[src/bsrsa_pkg.sv]
// Shared constants and types for the bus state reset and SDRAM area block
package bsrsa_pkg;
    localparam int AREA_NUM = 7;
    localparam int AREA_W = 3;
    localparam int TYPE_W = 3;
    localparam logic [AREA_W-1:0] AREA_SDRAM_LO = 3'h2;
    localparam logic [AREA_W-1:0] AREA_SDRAM_HI = 3'h3;
    localparam logic [TYPE_W-1:0] MEM_TYPE_RESET = 3'h0;
    localparam logic [TYPE_W-1:0] MEM_TYPE_SDRAM = 3'h4;
    localparam int CLK_PERIOD_NS = 50;
    localparam int REFRESH_INTERVAL_NS = 7800;
    localparam int REFRESH_CMP_CYC = REFRESH_INTERVAL_NS / CLK_PERIOD_NS;
    localparam logic [7:0] REFRESH_CMP = 8'(REFRESH_CMP_CYC);
    localparam logic [7:0] REFRESH_CNT_RESET = 8'h00;
    localparam logic [3:0] ACCESS_CYC = 4'h4;
    localparam logic [3:0] REFRESH_CYC = 4'h6;
    localparam logic [1:0] PIN_SYNC_RESET = 2'h3;
    typedef enum logic [1:0] {
        ST_IDLE = 2'b00,
        ST_ACCESS = 2'b01,
        ST_REFRESH = 2'b10,
        ST_GRANT = 2'b11
    } bsrsa_state_t;
endpackage

[src/bsrsa_rfsh_if.sv]
// Refresh request link between refresh timer and bus controller
`timescale 1ns/1ps
interface bsrsa_rfsh_if;
    logic [7:0] cnt;
    logic req;
    logic ack;
    logic mrst_active;
    modport timer (output cnt, output req, input ack, input mrst_active);
    modport ctrl (input cnt, input req, output ack, output mrst_active);
endinterface

[src/bsrsa_refresh_timer.sv]
// Refresh interval counter and refresh request flag
`timescale 1ns/1ps
module bsrsa_refresh_timer
    import bsrsa_pkg::*;
(
    input wire logic clk,
    input wire logic arst_n,
    bsrsa_rfsh_if.timer rf
);
    logic [7:0] refresh_interval_counter_reg;
    logic req_reg;
    logic hit;

    assign hit = (refresh_interval_counter_reg == REFRESH_CMP);
    assign rf.cnt = refresh_interval_counter_reg;
    assign rf.req = req_reg;

    // ****************************************
    // Counter, runs through manual reset
    // ****************************************
    always_ff @(posedge clk or negedge arst_n)
    begin
        if (!arst_n)
            refresh_interval_counter_reg <= REFRESH_CNT_RESET;
        else if (hit)
            refresh_interval_counter_reg <= REFRESH_CNT_RESET;
        else
            refresh_interval_counter_reg <= refresh_interval_counter_reg + 8'h01; // RULE5
    end

    // Set wins over acknowledge
    always_ff @(posedge clk or negedge arst_n)
    begin
        if (!arst_n)
            req_reg <= 1'b0;
        else if (hit)
            req_reg <= 1'b1; // RULE6
        else if (rf.ack)
            req_reg <= 1'b0;
    end

    counter_run_a: assert property (@(posedge clk) disable iff (!arst_n) // RULE5
        rf.mrst_active && !hit |=> refresh_interval_counter_reg == $past(refresh_interval_counter_reg) + 8'h01)
        else $error("refresh counter stalled during manual reset");
    refresh_req_a: assert property (@(posedge clk) disable iff (!arst_n) // RULE6
        hit |=> req_reg && refresh_interval_counter_reg == REFRESH_CNT_RESET)
        else $error("refresh condition did not raise request");
endmodule

[src/bsrsa_top.sv]
// Bus state controller: SDRAM area setup, manual reset handling, refresh and arbitration
// How it works
// [RULE1] Memory type SDRAM is accepted only for areas 2 and 3.
// [RULE2] Software places a single SDRAM in area 3, never area 2 alone.
// [RULE3] Standby, sleep and manual reset leave control registers unchanged.
// [RULE4] Manual reset lets the running bus cycle finish, then accesses wait.
// [RULE5] Refresh interval counter keeps counting while manual reset is asserted.
// [RULE6] Refresh condition during manual reset raises a request and runs refresh.
// [RULE7] External bus requests are ignored and never granted during manual reset; a grant already held when it starts stays until the request drops.
`timescale 1ns/1ps
module bsrsa_top
    import bsrsa_pkg::*;
(
    input wire logic clk,
    input wire logic arst_n,
    input wire logic manual_reset_in_n,
    input wire logic external_bus_request_in_n,
    input wire logic sleep_in,
    input wire logic standby_in,
    input wire logic cfg_we,
    input wire logic [AREA_W-1:0] cfg_area,
    input wire logic [TYPE_W-1:0] cfg_type,
    input wire logic acc_req,
    input wire logic [AREA_W-1:0] acc_area,
    output logic acc_ack,
    output logic bus_cycle_active,
    output logic cycle_is_sdram,
    output logic refresh_cycle_active,
    output logic bus_grant_out,
    output logic manual_reset_active,
    output logic cfg_rejected,
    output logic [AREA_NUM*TYPE_W-1:0] area_type_out,
    output logic [7:0] refresh_interval_counter_out
);
    logic [1:0] sync1_reg;
    logic [1:0] sync2_reg;
    logic [1:0] sync3_reg;
    logic [1:0] pin_reg;
    logic mrst_active;
    logic ext_req_active;
    logic [TYPE_W-1:0] area_type_reg [AREA_NUM];
    logic cfg_bad;
    logic cfg_rejected_reg;
    bsrsa_state_t state_reg;
    bsrsa_state_t state_next;
    logic [3:0] phase_reg;
    logic cycle_is_sdram_reg;
    logic access_ok;

    bsrsa_rfsh_if rf();

    bsrsa_refresh_timer u_timer (
        .clk(clk),
        .arst_n(arst_n),
        .rf(rf)
    );

    // ****************************************
    // Pin synchronisers, bit 1 manual reset, bit 0 bus request
    // ****************************************
    always_ff @(posedge clk or negedge arst_n)
    begin
        if (!arst_n)
        begin
            sync1_reg <= PIN_SYNC_RESET;
            sync2_reg <= PIN_SYNC_RESET;
            sync3_reg <= PIN_SYNC_RESET;
        end
        else
        begin
            sync1_reg <= {manual_reset_in_n, external_bus_request_in_n};
            sync2_reg <= sync1_reg;
            sync3_reg <= sync2_reg;
        end
    end

    genvar gi;
    generate
        for (gi = 0; gi < 2; gi++)
        begin : g_pin
            always_ff @(posedge clk or negedge arst_n)
            begin
                if (!arst_n)
                    pin_reg[gi] <= PIN_SYNC_RESET[gi];
                else if (sync2_reg[gi] == sync3_reg[gi])
                    pin_reg[gi] <= sync3_reg[gi];
            end
        end
    endgenerate

    assign mrst_active = !pin_reg[1];
    assign ext_req_active = !pin_reg[0];
    assign rf.mrst_active = mrst_active;

    // ****************************************
    // Area memory type registers, cleared only by power-on reset
    // ****************************************
    assign cfg_bad = (cfg_type == MEM_TYPE_SDRAM)
        && (cfg_area != AREA_SDRAM_LO) && (cfg_area != AREA_SDRAM_HI);

    generate
        for (gi = 0; gi < AREA_NUM; gi++)
        begin : g_area
            always_ff @(posedge clk or negedge arst_n)
            begin
                if (!arst_n)
                    area_type_reg[gi] <= MEM_TYPE_RESET;
                else if (cfg_we && !cfg_bad && cfg_area == AREA_W'(gi))
                    area_type_reg[gi] <= cfg_type; // RULE1 RULE3
            end
            assign area_type_out[gi*TYPE_W +: TYPE_W] = area_type_reg[gi];
            if (gi != 2 && gi != 3)
            begin : g_chk
                never_sdram_a: assert property (@(posedge clk) disable iff (!arst_n) // RULE1
                    area_type_reg[gi] != MEM_TYPE_SDRAM)
                    else $error("SDRAM type held outside areas 2 and 3");
            end
        end
    endgenerate

    always_ff @(posedge clk or negedge arst_n)
    begin
        if (!arst_n)
            cfg_rejected_reg <= 1'b0;
        else
            cfg_rejected_reg <= cfg_we && cfg_bad; // RULE1
    end

    // ****************************************
    // Bus cycle sequencer
    // ****************************************
    assign access_ok = acc_req && !mrst_active && !sleep_in && !standby_in;

    always_comb
    begin
        state_next = state_reg;
        case (state_reg)
            ST_IDLE:
            begin
                if (rf.req)
                    state_next = ST_REFRESH; // RULE6
                else if (ext_req_active && !mrst_active)
                    state_next = ST_GRANT; // RULE7
                else if (access_ok)
                    state_next = ST_ACCESS; // RULE4
            end
            ST_ACCESS:
            begin
                if (phase_reg == 4'h0)
                    state_next = ST_IDLE;
            end
            ST_REFRESH:
            begin
                if (phase_reg == 4'h0)
                    state_next = ST_IDLE;
            end
            ST_GRANT:
            begin
                if (!ext_req_active)
                    state_next = ST_IDLE;
            end
            default:
                state_next = ST_IDLE;
        endcase
    end

    always_ff @(posedge clk or negedge arst_n)
    begin
        if (!arst_n)
            state_reg <= ST_IDLE;
        else
            state_reg <= state_next;
    end

    // Remaining cycles of the running access or refresh
    always_ff @(posedge clk or negedge arst_n)
    begin
        if (!arst_n)
            phase_reg <= 4'h0;
        else if (state_reg == ST_IDLE && state_next == ST_ACCESS)
            phase_reg <= ACCESS_CYC - 4'h1;
        else if (state_reg == ST_IDLE && state_next == ST_REFRESH)
            phase_reg <= REFRESH_CYC - 4'h1;
        else if (phase_reg != 4'h0)
            phase_reg <= phase_reg - 4'h1; // RULE4
    end

    always_ff @(posedge clk or negedge arst_n)
    begin
        if (!arst_n)
            cycle_is_sdram_reg <= 1'b0;
        else if (state_reg == ST_IDLE && state_next == ST_ACCESS)
            cycle_is_sdram_reg <= (acc_area < AREA_W'(AREA_NUM))
                && (area_type_reg[acc_area] == MEM_TYPE_SDRAM);
    end

    assign rf.ack = (state_reg == ST_IDLE) && (state_next == ST_REFRESH);
    assign acc_ack = (state_reg == ST_ACCESS) && (phase_reg == 4'h0);
    assign bus_cycle_active = (state_reg == ST_ACCESS);
    assign refresh_cycle_active = (state_reg == ST_REFRESH);
    assign bus_grant_out = (state_reg == ST_GRANT);
    assign cycle_is_sdram = cycle_is_sdram_reg;
    assign manual_reset_active = mrst_active;
    assign cfg_rejected = cfg_rejected_reg;
    assign refresh_interval_counter_out = rf.cnt;

    // ****************************************
    // Checks
    // ****************************************
    cfg_reject_a: assert property (@(posedge clk) disable iff (!arst_n) // RULE1
        cfg_we && cfg_bad |=> cfg_rejected_reg && $stable(area_type_out))
        else $error("SDRAM type accepted for a forbidden area");
    cfg_hold_a: assert property (@(posedge clk) disable iff (!arst_n) // RULE3
        !cfg_we |=> $stable(area_type_out))
        else $error("area configuration changed without a write");
    cycle_finish_a: assert property (@(posedge clk) disable iff (!arst_n) // RULE4
        state_reg == ST_ACCESS && phase_reg != 4'h0 && mrst_active
        |=> state_reg == ST_ACCESS && phase_reg == $past(phase_reg) - 4'h1)
        else $error("bus cycle cut short by manual reset");
    access_wait_a: assert property (@(posedge clk) disable iff (!arst_n) // RULE4
        state_reg == ST_IDLE && mrst_active |=> state_reg != ST_ACCESS)
        else $error("new access started during manual reset");
    refresh_run_a: assert property (@(posedge clk) disable iff (!arst_n) // RULE6
        state_reg == ST_IDLE && rf.req && mrst_active
        |=> refresh_cycle_active [*6] ##1 !refresh_cycle_active)
        else $error("refresh cycle not run during manual reset");
    no_grant_a: assert property (@(posedge clk) disable iff (!arst_n) // RULE7
        mrst_active && state_reg != ST_GRANT |=> !bus_grant_out)
        else $error("bus granted during manual reset");
endmodule

[config.mk]
export PLATFORM = sky130hd
export DESIGN_NAME = bsrsa_top
export DESIGN_NICKNAME = d
export VERILOG_FILES = /design/src/bsrsa_pkg.sv /design/src/bsrsa_rfsh_if.sv /design/src/bsrsa_refresh_timer.sv /design/src/bsrsa_top.sv
export SDC_FILE = /design/constraint.sdc
export NUM_CORES = 1
export LEC_CHECK = 0
export ABC_AREA = 1
export BUFFER_PORTS_ARGS = -buffer_cell sky130_fd_sc_hd__buf_2
export CAP_MARGIN = 10
export CORE_MARGIN = 2
export CORE_UTILIZATION = 53
export CTS_BUF_LIST = sky130_fd_sc_hd__clkbuf_4
export DETAILED_ROUTE_END_ITERATION = 6
export GPL_TIMING_DRIVEN = 0
export MAX_ROUTING_LAYER = met4
export PLACE_DENSITY_LB_ADDON = 0.2
export SYNTH_ARGS = -nofsm -noshare
export SYNTH_HDL_FRONTEND = slang
export SYNTH_SLANG_ARGS = --single-unit
[constraint.sdc]
create_clock -name clk -period 4.2 [get_ports clk]
set_input_delay 0.84 -clock clk [delete_from_list [all_inputs] [get_ports clk]]
set_output_delay 0.84 -clock clk [all_outputs]
set_load 0.01 [all_outputs]
Word level (Yosys, flattened, before mapping)
Index checks and enable logic that the tools add are counted.
{"block": "word_totals", "ff_bits": 46, "in_bits": 17, "output_inout_bits": 36, "elab_cells": 87}
{"block": "op_classes", "addsub": 2, "order_cmp": 2, "n_eq_ne": 18, "muxes": 15, "n_bitwise": 1, "reduce_logical": 31}
{"cell": "logical AND 1 bit", "count": 19}
{"cell": "== test 3 bit (second input constant)", "count": 5}
{"cell": "2-to-1 mux 4 bit", "count": 3}
{"cell": "2-to-1 mux 2 bit", "count": 5}
{"cell": "binary-select mux 3 bit (select 3 bit)", "count": 1}
{"cell": "adder 8 x 1 -> 8 bit (second input constant)", "count": 1}
{"cell": "== test 8 bit (second input constant)", "count": 1}
{"cell": "2-to-1 mux 8 bit", "count": 1}
{"cell": "== test 2 bit (second input constant)", "count": 3}
{"cell": "== test 3 x 2 -> 1 bit (second input constant)", "count": 2}
{"cell": "2-to-1 mux 3 bit", "count": 2}
{"cell": "!= test 3 x 2 -> 1 bit (second input constant)", "count": 2}
{"cell": "case mux 2 bit (3 select lines)", "count": 1}
{"cell": "zero test 1 bit", "count": 5}
{"cell": "== test 2 x 1 -> 1 bit (second input constant)", "count": 2}
{"cell": "greater-or-equal comparator 4 bit (second input constant)", "count": 1}
{"cell": "zero test 4 bit", "count": 1}
{"cell": "NOT 3 -> 4 bit", "count": 1}
{"cell": "nonzero test 4 bit", "count": 1}
{"cell": "subtractor 4 x 1 -> 4 bit (second input constant)", "count": 1}
{"cell": "== test 3 x 1 -> 1 bit (second input constant)", "count": 1}
{"cell": "zero test 3 bit", "count": 1}
{"cell": "< comparator 3 bit (second input constant)", "count": 1}
{"cell": "nonzero test 3 bit", "count": 1}
{"cell": "5 further kinds", "count": 7}

Logic depth before layout (Yosys ltp)
{"block": "logic_depth", "word_depth": 11, "ltp_mapped": 9, "depth_no_buf": 9}

Modules after synthesis
A second synthesis with hierarchy kept.
{"block": "unflattened", "cells_unflattened": 266, "area_unflattened_um2": 2274.7}
{"module": "bsrsa_top", "instances": 1, "cells_per_inst": 216, "area_per_inst_um2": 1843.0, "seq_area_each_um2": 935.9}
{"module": "bsrsa_refresh_timer", "instances": 1, "cells_per_inst": 50, "area_per_inst_um2": 431.7, "seq_area_each_um2": 225.2}

Least setup slack after synthesis
OpenSTA, ideal clock, no wires.
{"block": "synth_timing", "path_kind": "flip-flop to output port", "from": "register phase_reg[0]", "to": "output acc_ack", "arrival_time_ns": 0.955, "required_ns": 3.360, "setup_slack_ns": 2.405, "stages_incl_launch_ff": 5, "path_buffers": 0, "path_cell_list": "dfrtp_1 inv_1 ha_1 nand2_1 nor2_1"}
{"block": "synth_via", "elab_chain_cells": 2}
{"element": "start, declared", "line_no": "bsrsa_top.sv:46", "source": "logic [3:0] phase_reg;"}
{"element": "start signal, assigned", "line_no": "bsrsa_top.sv:181", "source": "phase_reg <= ACCESS_CYC - 4'h1;"}
{"element": "start signal, assigned", "line_no": "bsrsa_top.sv:183", "source": "phase_reg <= REFRESH_CYC - 4'h1;"}
{"element": "start signal, assigned", "line_no": "bsrsa_top.sv:185", "source": "phase_reg <= phase_reg - 4'h1;"}
{"element": "zero test 4 bit", "line_no": "bsrsa_top.sv:198", "source": "assign acc_ack = (state_reg == ST_ACCESS) && (phase_reg == 4'h0);"}
{"element": "logical AND 1 bit", "line_no": "bsrsa_top.sv:198"}
{"element": "end, declared", "line_no": "bsrsa_top.sv:25", "source": "output logic acc_ack,"}
Every way passes these cells.

Worst setup path in the final report
Same ends and word-level chain as after synthesis.

==> impl_metrics.env <==
export IMPL_status="finished clean"
export IMPL_dp_hpwl_mm=3.37
export IMPL_p_leak_nw=1.45
export IMPL_powerDensity_mw_per_mm2=444
export IMPL_dpl_instance_area_mm2=0.00259
export IMPL_slew_violations=0
export IMPL_skew_ns=0.00504
export IMPL_hold_violations=0
export IMPL_synth_async_reset_ratio_pct=100
export IMPL_num_vias=1886
export IMPL_tns_ns=0
export IMPL_core_mm2=0.00406
export IMPL_setup_ws_ns=1.88
export IMPL_drive_gt1_share_pct=26.4
export IMPL_multi_input_area_um2=938
export IMPL_netlist_instances=271
export IMPL_rsz0062_at_grt="no"
export IMPL_antennaDiodeCount=0
export IMPL_seq_area_frac_synth_pct=51.2
export IMPL_final_min_clock_period_ns=2.32
export IMPL_dp_cells=372
export IMPL_dr_wl_met2_mm=2.17
export IMPL_die_area_mm2=0.00482
export IMPL_layoutNonFillerInstCount=380
export IMPL_yosysWarnings=0
export IMPL_overflow=0
export IMPL_rows=23
export IMPL_final_common_cell="nand2_1"
export IMPL_drc=0
export IMPL_grt_pass1_vias=1778
export IMPL_relSlewSlack_pct=32.9
export IMPL_highest_layer="met4"
export IMPL_fp_dieH_um=69.4
export IMPL_clockBufferDepth=2
export IMPL_cts_buffers=5
export IMPL_setup_violations=0
export IMPL_synth_fp_nets=295
export IMPL_cts_setup_buffers=0
export IMPL_fillers=359
export IMPL_drt_wl_total_mm=4.48
export IMPL_avgSynthCellArea_um2=8.37
export IMPL_design_area_mm2=0.00265
export IMPL_start_util_pct=55.9
export IMPL_drtIter0Drc=97
export IMPL_io_buffer_count=51
export IMPL_fin_nets=353
export IMPL_worst_setup_path_start_kind="flop"
export IMPL_clk_pin_slew_ns=0.13
export IMPL_worstHoldStart="sync1_reg[1]"
export IMPL_root_buffer="clkbuf_4"
export IMPL_cts_htree_levels=2
export IMPL_seqCellArea_mm2=0.00116
export IMPL_synth_area_mm2=0.00227
export IMPL_cp_max_fo=6
export IMPL_critPathLaunch="phase_reg[0]"
export IMPL_synth_seq_cells=46
export IMPL_crit_arrival_ns=1.48
export IMPL_r2r_start="phase_reg[0]"
export IMPL_critPathKind="flop to output pin"
export IMPL_ir_drop_uv=282
export IMPL_syn2layout_area_growth_pct=16.6
export IMPL_fmax_mhz=431
export IMPL_ys_flop_type="dfrtp_1"
export IMPL_crit_path_end_kind="output pin"
export IMPL_ios=53
export IMPL_detail_route_antenna_nets=0
export IMPL_grt_usage_pct=20.6
export IMPL_grt_pass1_wl_mm=7.74
export IMPL_dp_slack_ns=2.25
export IMPL_postLayoutCoreUtil_pct=65.2
export IMPL_ys_types=30
export IMPL_antenna_found_initial=0
export IMPL_ctsHoldBuffers=0
export IMPL_wl_met3_um=158
export IMPL_largest_reg_flops=21
export IMPL_final_cell_mix="nand2_1 (89), buf_2 (51), dfrtp_1 (38), inv_1 (37), nor2_1 (30)"
export IMPL_wl_per_cell_um=11.8
export IMPL_critPathRequiredTime_ns=3.36
export IMPL_avgViaCountPerCell=4.96
export IMPL_grt_start_max_net_pins=47
export IMPL_finalCritPeriodShare_pct=55.3
export IMPL_max_cap_violations=0
export IMPL_tightestPinTransition_ns=1.01
export IMPL_ctsResizeCount=0
export IMPL_hp_class="flop to flop"
export IMPL_cts_sink_count=46
export IMPL_drtPass1Iterations=4
export IMPL_die_w_um=69.4
export IMPL_clock_latency_ns=0.35
export IMPL_gp_congestion=0.811
export IMPL_synth_edff_count=0
export IMPL_drt_met1_wl_mm=2.10
export IMPL_cts_tree="yes"
## routing by layer
metal  track usage [%]  vias up
met5                 -        -
met4              5.88        0
met3              5.09        6
met2              32.8       38
met1              26.3      879
li1                  -      963
## per-stage QoR
step                hold slack (ns)  total power [mW]
global route                  0.370              1.27
floorplan                     0.345             0.844
finish                        0.365              1.18
CTS                           0.367              1.19
detailed placement            0.347             0.977
global placement              0.346             0.960
## path summary, 6_finish.rpt
check                                    end  slack (ns)  cells past startpoint
max                                  acc_ack        1.88                      5
min                             sync2_reg[1]        0.36                      0
max reg2reg                   u_timer.rf.req        2.66                      9
min reg2reg                     sync2_reg[1]        0.36                      0
max in group asynchronous  area_type_out[13]        2.95                      1
min in group asynchronous       phase_reg[2]        0.64                      1
## cell usage after synthesis (2+ instances only)
library cell / count / share of area [%]
dfstp_2: 8 / 9.3
nand3_1: 12 / 2.6
a21oi_1: 6 / 1.3
dfrtp_1: 38 / 42
nand3_2: 5 / 2.2
maj3_1: 2 / 0.88
o21ai_0: 6 / 1.3
o21ai_1: 4 / 0.88
nand2_1: 89 / 15
inv_1: 37 / 6.1
ha_1: 7 / 3.9
xor2_1: 3 / 1.2
nand4_1: 4 / 1.1
nor3_2: 5 / 2.2
nor2_1: 30 / 5.0
## power by group
| part | switching, mW | total, mW | internal (mW) |
|---|---|---|---|
| Combinational | 0.229 | 0.381 | 0.152 |
| Clock | 0.145 | 0.211 | 0.0653 |
| Sequential | 0.0595 | 0.584 | 0.524 |
## final cells by class
cell class	instances	share of cell area (%)
multi-input cells	184	35.5
clock buffers	5	1.42
clock inverters	3	0.804
well taps	50	2.37
flip-flops and latches	46	43.9
inverters	40	5.96
repair buffers	51	9.65
plain buffers	1	0.426
## cells by family after synthesis
logic type               count (synthesis)  share of synthesized area [%]
buffers and inverters                   41                           7.45
adder cells (fa/ha/maj)                  9                           4.74
XOR/XNOR                                 3                           1.16
AO/OA/AOI/OAI                           19                           4.52
multiplexers                             1                          0.441
AND/OR/NAND/NOR                        152                           30.5
flip-flops                              46                           51.2
## critical path, stage by stage (launching register included)
cell	delay (ns)
dfrtp_1	0.40
inv_1	0.09
ha_1	0.21
nand2_1	0.18
nor2_1	0.12
buf_2	0.13
No activity file was read; power rests on OpenSTA's default activity.
